File: src/hw/tks_map.svh
`ifndef TKS_MAP_SVH
`define TKS_MAP_SVH

// Register indices (byte address is four times the index)
`define TKS_IDX_DBG_CFG    10'h0ee
`define TKS_IDX_AWAKE      10'h0ef
`define TKS_IDX_HOLD       10'h0f0
`define TKS_IDX_SCOPE      10'h0f1
`define TKS_IDX_STATUS     10'h0f8

// Field positions of the mixed setup bytes
`define TKS_DEBUG_MSB      7
`define TKS_DEBUG_LSB      6
`define TKS_HYST_MSB       5
`define TKS_HYST_LSB       4
`define TKS_LNS_BIT        3
`define TKS_SLEEP_MSB      2
`define TKS_SLEEP_LSB      0
`define TKS_SCOPE_MSB      7
`define TKS_SCOPE_LSB      3
`define TKS_DRATE_MSB      2
`define TKS_DRATE_LSB      0

// Reset values
`define TKS_RST_DBG_CFG    8'h10
`define TKS_RST_AWAKE      8'h19
`define TKS_RST_HOLD       8'h00
`define TKS_RST_SCOPE      8'h00

// Scope selection: codes at or above this count switch the pulse off
`define TKS_KEY_COUNT      5'h18

// Frame lengths for debug codes 1, 2 and 3
`define TKS_FRM_LEN1       8'h20
`define TKS_FRM_LEN2       8'h40
`define TKS_FRM_LEN3       8'h80

// Serial bit period of the debug pin, in clock cycles minus one
`define TKS_DBG_BIT_DIV    4'h3

// Timebase
`define TKS_PCLK_NS        50
`define TKS_MS_NS          1000000
`define TKS_MS_CYCLES      (`TKS_MS_NS / `TKS_PCLK_NS)
`define TKS_STEP_MS        7'h64

`endif

File: src/hw/tks_pkg.sv
package tks_pkg;
  typedef logic [7:0]  tks_byte_t;   // One setup byte
  typedef logic [15:0] tks_level_t;  // Signal, threshold or reference level
  typedef enum logic [1:0] {TKS_IDLE, TKS_LOAD, TKS_SHIFT} tks_strm_state_t;
endpackage : tks_pkg

File: src/hw/tks_dbg_if.sv
`timescale 1ns/1ps
// Link between setup logic and debug frame streamer
interface tks_dbg_if;
  logic        start;      // Begin one frame
  logic [7:0]  frame_len;  // Bytes in the frame
  logic [7:0]  byte_data;  // Byte at byte_idx
  logic        busy;       // Frame in progress
  logic [6:0]  byte_idx;   // Byte being fetched
  logic        bit_out;    // Serial bit for the shared pin
  modport ctl  (output start, frame_len, byte_data, input busy, byte_idx, bit_out);
  modport strm (input start, frame_len, byte_data, output busy, byte_idx, bit_out);
endinterface : tks_dbg_if

File: src/hw/tks_dbg_streamer.sv
`timescale 1ns/1ps
`include "tks_map.svh"
module tks_dbg_streamer (
  input wire logic pclk,
  input wire logic presetn,
  tks_dbg_if.strm  dbg
);
  tks_pkg::tks_strm_state_t state_q, state_d;  // Frame state
  logic [6:0] idx_q, idx_d;                    // Byte index
  logic [7:0] sh_q, sh_d;                      // Shift register, MSB out first
  logic [2:0] bit_q, bit_d;                    // Bits left in byte
  logic [3:0] div_q, div_d;                    // Bit period divider
  logic [7:0] len_q, len_d;                    // Length latched at start
  logic       last_byte;                       // Current byte closes frame

  // Length is latched so a setup write mid-frame cannot cut the frame short
  assign last_byte = ({1'b0, idx_q} == (len_q - 8'h01));

  // Next state
  always_comb begin
    state_d = state_q;
    idx_d   = idx_q;
    sh_d    = sh_q;
    bit_d   = bit_q;
    div_d   = div_q;
    len_d   = len_q;
    case (state_q)
      tks_pkg::TKS_IDLE: begin
        // Wait for end of keyscan
        if (dbg.start) begin
          idx_d   = 7'h00;
          len_d   = dbg.frame_len;
          state_d = tks_pkg::TKS_LOAD;
        end
      end
      tks_pkg::TKS_LOAD: begin
        // Byte source answers within the cycle
        sh_d    = dbg.byte_data;
        bit_d   = 3'h7;
        div_d   = `TKS_DBG_BIT_DIV;
        state_d = tks_pkg::TKS_SHIFT;
      end
      tks_pkg::TKS_SHIFT: begin
        if (div_q == 4'h0) begin
          div_d = `TKS_DBG_BIT_DIV;
          if (bit_q == 3'h0) begin
            // Byte done
            if (last_byte) begin
              state_d = tks_pkg::TKS_IDLE;
              sh_d    = 8'h00;
            end else begin
              idx_d   = idx_q + 7'h01;
              state_d = tks_pkg::TKS_LOAD;
            end
          end else begin
            sh_d  = {sh_q[6:0], 1'b0};
            bit_d = bit_q - 3'h1;
          end
        end else begin
          div_d = div_q - 4'h1;
        end
      end
      default: state_d = tks_pkg::TKS_IDLE;
    endcase
  end

  // Registers
  always_ff @(posedge pclk or negedge presetn) begin
    if (!presetn) begin
      state_q <= tks_pkg::TKS_IDLE;
      idx_q   <= 7'h00;
      sh_q    <= 8'h00;
      bit_q   <= 3'h0;
      div_q   <= 4'h0;
      len_q   <= 8'h00;
    end else begin
      state_q <= state_d;
      idx_q   <= idx_d;
      sh_q    <= sh_d;
      bit_q   <= bit_d;
      div_q   <= div_d;
      len_q   <= len_d;
    end
  end

  assign dbg.busy     = (state_q != tks_pkg::TKS_IDLE);
  assign dbg.byte_idx = idx_q;
  assign dbg.bit_out  = sh_q[7];
endmodule : tks_dbg_streamer

File: src/hw/tks_setup_timing.sv
// Decided for this implementation: register access over APB.
`timescale 1ns/1ps
`include "tks_map.svh"
module tks_setup_timing #(
  parameter int unsigned MS_CYCLES = `TKS_MS_CYCLES  // Clock cycles per millisecond
) (
  input  wire logic        pclk,
  input  wire logic        presetn,
  input  wire logic        psel,
  input  wire logic        penable,
  input  wire logic        pwrite,
  input  wire logic [11:0] paddr,
  input  wire logic [31:0] pwdata,
  output      logic [31:0] prdata,
  output      logic        pready,
  output      logic        pslverr,
  input  wire logic        scan_done,
  output      logic        scan_permit,
  input  wire logic        burst_active,
  input  wire logic [4:0]  burst_key,
  input  wire logic [15:0] key_signal,
  input  wire logic [15:0] key_threshold,
  input  wire logic [15:0] key_reference,
  input  wire logic        key_in_detect,
  output      logic        key_release,
  output      logic [15:0] drop_level,
  input  wire logic        any_detect,
  input  wire logic        detect_event,
  input  wire logic        release_event,
  output      logic        sleep_req,
  input  wire logic        wake_change,
  input  wire logic        change_ack,
  input  wire logic        change_pin_i,
  output      logic        change_pin_o,
  output      logic        change_pin_oe_n,
  output      logic        fast_mode,
  output      logic        drift_hold,
  output      logic        line_noise_sync_en,
  output      logic [2:0]  positive_drift_rate,
  output      logic [6:0]  dbg_byte_idx,
  input  wire logic [7:0]  dbg_byte_data,
  output      logic        sync_pin
);
  tks_dbg_if dbg ();  // Link to frame streamer

  tks_pkg::tks_byte_t cfg_q, cfg_d;      // Debug, hysteresis, sync, sleep
  tks_pkg::tks_byte_t awake_q, awake_d;  // Awake timeout in steps
  tks_pkg::tks_byte_t hold_q, hold_d;    // Drift hold time in steps
  tks_pkg::tks_byte_t scope_q, scope_d;  // Scope key select and drift rate
  logic [31:0] prdata_q, prdata_d;       // Read data register
  logic        setup_ph;                 // APB setup cycle
  logic        wr_acc;                   // APB write access
  logic        hit;                      // Address maps to a register
  logic [1:0]  hyst_sel;                 // Release hysteresis code
  logic [1:0]  dbg_code;                 // Debug frame code
  logic [2:0]  sleep_code;               // Sleep duration code
  logic [4:0]  scope_sel;                // Scope pulse key

  assign hyst_sel            = cfg_q[`TKS_HYST_MSB:`TKS_HYST_LSB];
  assign dbg_code            = cfg_q[`TKS_DEBUG_MSB:`TKS_DEBUG_LSB];
  assign sleep_code          = cfg_q[`TKS_SLEEP_MSB:`TKS_SLEEP_LSB];
  assign line_noise_sync_en  = cfg_q[`TKS_LNS_BIT];
  assign scope_sel           = scope_q[`TKS_SCOPE_MSB:`TKS_SCOPE_LSB];
  assign positive_drift_rate = scope_q[`TKS_DRATE_MSB:`TKS_DRATE_LSB];

  // Word-aligned index match
  function automatic logic tks_sel(input logic [11:0] a, input logic [9:0] idx);
    tks_sel = (a[11:2] == idx) && (a[1:0] == 2'h0);
  endfunction : tks_sel

  // Drop-out level: fraction 1/16..1/2 of span from threshold toward reference
  function automatic logic [15:0] tks_drop(input logic [15:0] thr, input logic [15:0] ref_l,
                                           input logic [1:0] code);
    logic [15:0] span;
    logic [15:0] part;
    span = (ref_l >= thr) ? (ref_l - thr) : (thr - ref_l);
    part = span >> (3'h4 - {1'b0, code});
    tks_drop = (ref_l >= thr) ? (thr + part) : (thr - part);
  endfunction : tks_drop

  // ---------------- APB slave ----------------
  // Zero wait states; read data is captured in the setup cycle
  assign setup_ph = psel && !penable;
  assign wr_acc   = psel && penable && pwrite;
  assign pready   = 1'b1;
  assign prdata   = prdata_q;

  // Address decode for error answer
  always_comb begin
    if (tks_sel(paddr, `TKS_IDX_DBG_CFG)) begin
      hit = 1'b1;
    end else if (tks_sel(paddr, `TKS_IDX_AWAKE)) begin
      hit = 1'b1;
    end else if (tks_sel(paddr, `TKS_IDX_HOLD)) begin
      hit = 1'b1;
    end else if (tks_sel(paddr, `TKS_IDX_SCOPE)) begin
      hit = 1'b1;
    end else if (tks_sel(paddr, `TKS_IDX_STATUS)) begin
      hit = 1'b1;
    end else begin
      hit = 1'b0;
    end
  end
  assign pslverr = psel && penable && !hit;

  // Register writes and read mux
  always_comb begin
    cfg_d    = cfg_q;
    awake_d  = awake_q;
    hold_d   = hold_q;
    scope_d  = scope_q;
    prdata_d = prdata_q;
    if (wr_acc) begin
      // Single global hysteresis and debug setting
      if (tks_sel(paddr, `TKS_IDX_DBG_CFG)) begin
        cfg_d = pwdata[7:0];
      end else if (tks_sel(paddr, `TKS_IDX_AWAKE)) begin
        awake_d = pwdata[7:0];
      end else if (tks_sel(paddr, `TKS_IDX_HOLD)) begin
        hold_d = pwdata[7:0];
      end else if (tks_sel(paddr, `TKS_IDX_SCOPE)) begin
        scope_d = pwdata[7:0];
      end
    end
    if (setup_ph && !pwrite) begin
      if (tks_sel(paddr, `TKS_IDX_DBG_CFG)) begin
        prdata_d = {24'h000000, cfg_q};
      end else if (tks_sel(paddr, `TKS_IDX_AWAKE)) begin
        prdata_d = {24'h000000, awake_q};
      end else if (tks_sel(paddr, `TKS_IDX_HOLD)) begin
        prdata_d = {24'h000000, hold_q};
      end else if (tks_sel(paddr, `TKS_IDX_SCOPE)) begin
        prdata_d = {24'h000000, scope_q};
      end else if (tks_sel(paddr, `TKS_IDX_STATUS)) begin
        prdata_d = {26'h0000000, !change_pin_oe_n, dbg.busy, drift_hold, fast_mode,
                    sleep_req, key_release};
      end else begin
        prdata_d = 32'h00000000;
      end
    end
  end

  // Setup registers
  always_ff @(posedge pclk or negedge presetn) begin
    if (!presetn) begin
      cfg_q    <= `TKS_RST_DBG_CFG;
      awake_q  <= `TKS_RST_AWAKE;
      hold_q   <= `TKS_RST_HOLD;
      scope_q  <= `TKS_RST_SCOPE;
      prdata_q <= 32'h00000000;
    end else begin
      cfg_q    <= cfg_d;
      awake_q  <= awake_d;
      hold_q   <= hold_d;
      scope_q  <= scope_d;
      prdata_q <= prdata_d;
    end
  end

  // ---------------- Release hysteresis ----------------
  logic [15:0] drop_d, drop_q;   // Drop-out level
  logic        rel_d, rel_q;     // Key has fallen back past drop-out

  // Only a key already in detection is judged against the drop-out point
  always_comb begin
    drop_d = tks_drop(key_threshold, key_reference, hyst_sel);
    if (!key_in_detect) begin
      rel_d = 1'b0;
    end else if (key_reference >= key_threshold) begin
      rel_d = (key_signal >= drop_d);
    end else begin
      rel_d = (key_signal <= drop_d);
    end
  end

  always_ff @(posedge pclk or negedge presetn) begin
    if (!presetn) begin
      drop_q <= 16'h0000;
      rel_q  <= 1'b0;
    end else begin
      drop_q <= drop_d;
      rel_q  <= rel_d;
    end
  end
  assign drop_level  = drop_q;
  assign key_release = rel_q;

  // ---------------- Debug frame and scope pin ----------------
  logic sync_d, sync_q;  // Shared pin level

  // A frame starts only when a scan ends with debug on and the line free
  assign dbg.start     = scan_done && (dbg_code != 2'h0) && !dbg.busy;
  assign dbg.frame_len = (dbg_code == 2'h1) ? `TKS_FRM_LEN1 :
                         (dbg_code == 2'h2) ? `TKS_FRM_LEN2 : `TKS_FRM_LEN3;
  assign dbg.byte_data = dbg_byte_data;
  assign dbg_byte_idx  = dbg.byte_idx;
  // Scan core stalls until the frame is out
  assign scan_permit   = !dbg.busy && !dbg.start;

  // Pin carries the frame while busy, else the scope pulse; both on is a host fault
  always_comb begin
    if (dbg.busy) begin
      sync_d = dbg.bit_out;
    end else begin
      sync_d = burst_active && (scope_sel < `TKS_KEY_COUNT) && (burst_key == scope_sel);
    end
  end

  always_ff @(posedge pclk or negedge presetn) begin
    if (!presetn) begin
      sync_q <= 1'b0;
    end else begin
      sync_q <= sync_d;
    end
  end
  assign sync_pin = sync_q;

  tks_dbg_streamer u_strm (
    .pclk    (pclk),
    .presetn (presetn),
    .dbg     (dbg)
  );

  // ---------------- Timebase and timers ----------------
  logic [14:0] ms_q, ms_d;        // Millisecond prescaler
  logic [6:0]  step_q, step_d;    // Milliseconds within a step
  logic        step_tick;         // One pulse per 100 ms
  logic [7:0]  awk_q, awk_d;      // Awake countdown
  logic [7:0]  hcnt_q, hcnt_d;    // Drift hold countdown
  logic        slp_d, slp_q;      // Sleep request
  logic        chg_d, chg_q;      // Change notification
  logic        fast_d, fast_q;    // Fast scan mode

  // Shared steps keep both timers within one step of each other in phase
  assign step_tick = (ms_q == 15'(MS_CYCLES - 1)) && (step_q == (`TKS_STEP_MS - 7'h01));

  always_comb begin
    ms_d      = (ms_q == 15'(MS_CYCLES - 1)) ? 15'h0000 : (ms_q + 15'h0001);
    step_d    = step_q;
    if (ms_q == 15'(MS_CYCLES - 1)) begin
      step_d = step_tick ? 7'h00 : (step_q + 7'h01);
    end
    // Awake timer reloads on release and is held full while any key detects
    awk_d = awk_q;
    if (any_detect || release_event) begin
      awk_d = (awake_q == 8'h00) ? 8'h01 : awake_q;
    end else if (step_tick && (awk_q != 8'h00)) begin
      awk_d = awk_q - 8'h01;
    end
    slp_d = (sleep_code != 3'h0) && !any_detect && !release_event && (awk_d == 8'h00);
    // Drift hold reloads on detection; a zero setting clears any hold
    hcnt_d = hcnt_q;
    if (detect_event) begin
      hcnt_d = hold_q;
    end else if (step_tick && (hcnt_q != 8'h00)) begin
      hcnt_d = hcnt_q - 8'h01;
    end
    // Set wins over acknowledge
    chg_d  = wake_change || (chg_q && !change_ack);
    fast_d = wake_change || (fast_q && !slp_d);
  end

  always_ff @(posedge pclk or negedge presetn) begin
    if (!presetn) begin
      ms_q      <= 15'h0000;
      step_q    <= 7'h00;
      awk_q     <= 8'h00;
      hcnt_q    <= 8'h00;
      slp_q     <= 1'b0;
      chg_q     <= 1'b0;
      fast_q    <= 1'b0;
    end else begin
      ms_q      <= ms_d;
      step_q    <= step_d;
      awk_q     <= awk_d;
      hcnt_q    <= hcnt_d;
      slp_q     <= slp_d;
      chg_q     <= chg_d;
      fast_q    <= fast_d;
    end
  end
  assign sleep_req       = slp_q;
  assign drift_hold      = (hcnt_q != 8'h00);
  assign fast_mode       = fast_q;
  // Open drain: pulled low while a change is pending
  assign change_pin_o    = 1'b0;
  assign change_pin_oe_n = !chg_q;
endmodule : tks_setup_timing
File: config.mk
export PLATFORM = sky130hd
export DESIGN_NAME = tks_setup_timing
export DESIGN_NICKNAME = d
export VERILOG_FILES = /design/src/hw/tks_pkg.sv /design/src/hw/tks_dbg_if.sv /design/src/hw/tks_dbg_streamer.sv /design/src/hw/tks_setup_timing.sv
export VERILOG_INCLUDE_DIRS = /design/src /design/src/hw
export SDC_FILE = /design/constraint.sdc
export NUM_CORES = 1
export LEC_CHECK = 0
export CAP_MARGIN = 20
export CORE_ASPECT_RATIO = 1.1
export CORE_MARGIN = 5
export CORE_UTILIZATION = 40
export CTS_CLUSTER_DIAMETER = 30
export DETAILED_ROUTE_END_ITERATION = 10
export DONT_BUFFER_PORTS = 1
export GPL_TIMING_DRIVEN = 0
export SLEW_MARGIN = 5
export SYNTH_ARGS = -nofsm -noshare
export SYNTH_HDL_FRONTEND = slang
export SYNTH_SLANG_ARGS = --single-unit
export TNS_END_PERCENT = 20
File: constraint.sdc
create_clock -name pclk -period 8.1 [get_ports pclk]
set_input_delay 0.81 -clock pclk [delete_from_list [all_inputs] [get_ports pclk]]
set_output_delay 0.81 -clock pclk [all_outputs]
set_load 0.02 [all_outputs]
==> results.yml <==
timing:
  slew-limit-headroom: 0.484
  fmax_mhz: 131
  tightest_slew_ps: 770
  rsz0062_at_grt: "false"
  finalClockSkew_ps: 8.90
  final.min_clock_period_ps: 7620
  fin_crit_sh: 0.941
  drv_slew: 0
  setup_viol: 0
  worst_slack_ps: 481
  hold_viol: 0
final_layout:
  nets: 1415
  insertedDiodeCount: 0
  stdcell_area_um2: 11500
  final_common_cell: "dfrtp_1"
  stdcell_count: 1565
  drive_above_1_share: 0.126
  layout_common_cells: "dfrtp_1, nand2_1, nor2_1, ha_1, inv_1"
  areaGrowthSynthToFinish_pct: 11.5
  final_util: 0.453
  largest_register_ffs: 16
setup_path:
  worst_ep_arrival_time_ps: 7900
  end_kind: "register"
  cp_slowest_cell: "mux4_2"
  cp-start-kind: "primary input"
  crit_type: "primary input to register"
  slowest_delay_ps: 500
  crit_required_ps: 8380
  ff2ff_setup_slack_ps: 780
  crit_path_frequent_cell: "a21oi_1"
  crit_fanout: 10
  r2r-start: "cfg_q[4]"
  crit_start: "key_reference[0]"
route:
  drt-total-wl_um: 27200
  drt-pass1-iter-count: 5
  num_vias: 8633
  routedWlPerCell_um: 17.4
  first_iter_violations: 619
  antenna_violating_nets_post_route: 0
  drcViolationCount: 0
  viasPerCell: 5.52
power_and_ir_drop:
  power_frac_comb: 0.370
  p_seq_frac: 0.327
  swShare: 0.377
  peakVddDrop_mv: 0.121
  p_total_uw: 2580
  p_leak_uw: 0.00526
  switchingPower_uw: 974
  clock_power_share: 0.303
  powerDensity_nw_per_um2: 225
  intPower_uw: 1610
logic_synthesis:
  yosys_register_bits: 126
  synth_top_area_frac: 0.297
  syn_avg_cell_area_um2: 8.86
  synth_area_leader_cell: "dfrtp_1"
  synth_cell_type_count: 89
  synth_flop_cell: "dfrtp_1"
  syn-cell-area_um2: 10300
  synth_edf_count: 0
  synth-seq-area-share: 0.307
  yosys_warnings: 0
  ys_async_sr_fraction: 1.00
  synth.area.top_cells: "dfrtp_1, ha_1, mux2_2"
  synthCells: 1162
global_route:
  grt_pass1_wl_um: 43500
  grt_max_degree: 127
  grt_pass1_vias: 8504
  grt.overflow.total: 0
  antenna_found_initial: 1
  grtUsageTotal: 0.185
floorplan:
  dieArea_um2: 29000
  num_io_pins: 188
  dieWidth_um: 163
  coreArea_um2: 25300
  core.rowCount: 61
  die-height_um: 178
  start_util: 0.406
clocking:
  cts_num_sinks: 126
  cts.clk_slew.worst_paths_ps: 60
  clkLatencyLatePin_ps: 410
  cts_root_buf: "clkbuf_16"
  htreeDepth: 4
  cts_inserted_buffers: 17
  hold_buffers: 0
  cts_max_path_buffers: 2
  cts_tree: "yes"
placed_design:
  post-place-ws_ps: -371
  routabilityCongestion: 0.897
  dp_cells: 1533
  post-dp-hpwl_um: 21800
  placed_cell_area_um2: 10800
  port_buffers: 0
run_status:
  status: "finished clean"
worst_hold_path:
  min_path_type: "primary input to asynchronous set/reset pin"
run:
  cap_viol_max_count: 0
worst paths after layout:
check	endpoint	cells after the start
max	key_release	34
min	u_strm.dbg.byte_idx[3]	0
max reg2reg	key_release	31
min reg2reg	u_strm.sh_q[4]	2
max in group asynchronous	awake_q[3]	0
min in group pclk	u_strm.sh_q[4]	2
power groups by stage:
| stage | Clock [uW] | Sequential [uW] | Combinational, uW |
|---|---|---|---|
| 3_5_place_dp | 0 | 857 | 950 |
| 5_1_grt | 828 | 853 | 1090 |
| 4_1_cts | 803 | 846 | 954 |
| 3_3_place_gp | 0 | 855 | 935 |
| 6_report | 782 | 845 | 955 |
| 2_1_floorplan | 0 | 828 | 746 |
through the flow:
stage	hold slack [ps]	setup TNS [ps]
floorplan	446	0
finish	93.3	0
global placement	462	-321
global route	67.6	0
CTS	74.2	0
detailed placement	471	-371
routing by layer:
layer / global-route usage / vias up / routed length [um]
li1: - / 4220 / -
met1: 0.226 / 4139 / 11400
met2: 0.329 / 238 / 13700
met3: 0.0324 / 36 / 1550
met4: 0.0619 / 0 / 558
met5: 0 / - / 0
what timing repair did:
item / 4_1_cts / 5_1_grt
endpoints found under the setup margin: 0 / 1
setup buffers: 0 / 1
gates resized for setup: 0 / 6
worst max-delay path: cells and delay by family:
kind / cells / cell delay (ps)
simple gates: 5 / 910
buf+inv: 3 / 250
xor+xnor: 2 / 340
compound gates: 18 / 3500
mux: 1 / 500
fa+ha+maj: 5 / 1570
Yosys cell counts, types with 24 or more instances:
cell and n:
dfrtp_1 122, clkbuf_1 38, mux2_2 42, a21oi_1 69, buf_4 32, o21ai_0 70, ha_1 86, xnor2_1 50
a21o_1 26, xor2_1 34, nor2_1 89, nand3_1 24, inv_1 81, nand2_1 90
layout make-up:
cell class	count	area (um^2)
Inverter	83	312
Timing Repair Buffer	2	15.0
Clock buffer	19	453
Fill cell	2541	13900
Clock inverter	12	164
Multi-Input combinational cell	900	6520
Sequential cell	126	3160
Buffer	77	423
Tap cell	346	433
cell families (layout without fill, tap and decap cells):
| group | count (synthesis) | count (layout) | synth area share |
|---|---|---|---|
| compound gates | 313 | 313 | 0.215 |
| xor+xnor | 84 | 84 | 0.0715 |
| fa+ha+maj | 89 | 89 | 0.110 |
| buf+inv | 160 | 193 | 0.0714 |
| flops | 126 | 126 | 0.307 |
| mux | 56 | 56 | 0.0644 |
| other cells | 2 | 26 | 0.000730 |
| simple gates | 332 | 332 | 0.160 |
Note: power is estimated with default switching activity, not from simulation.
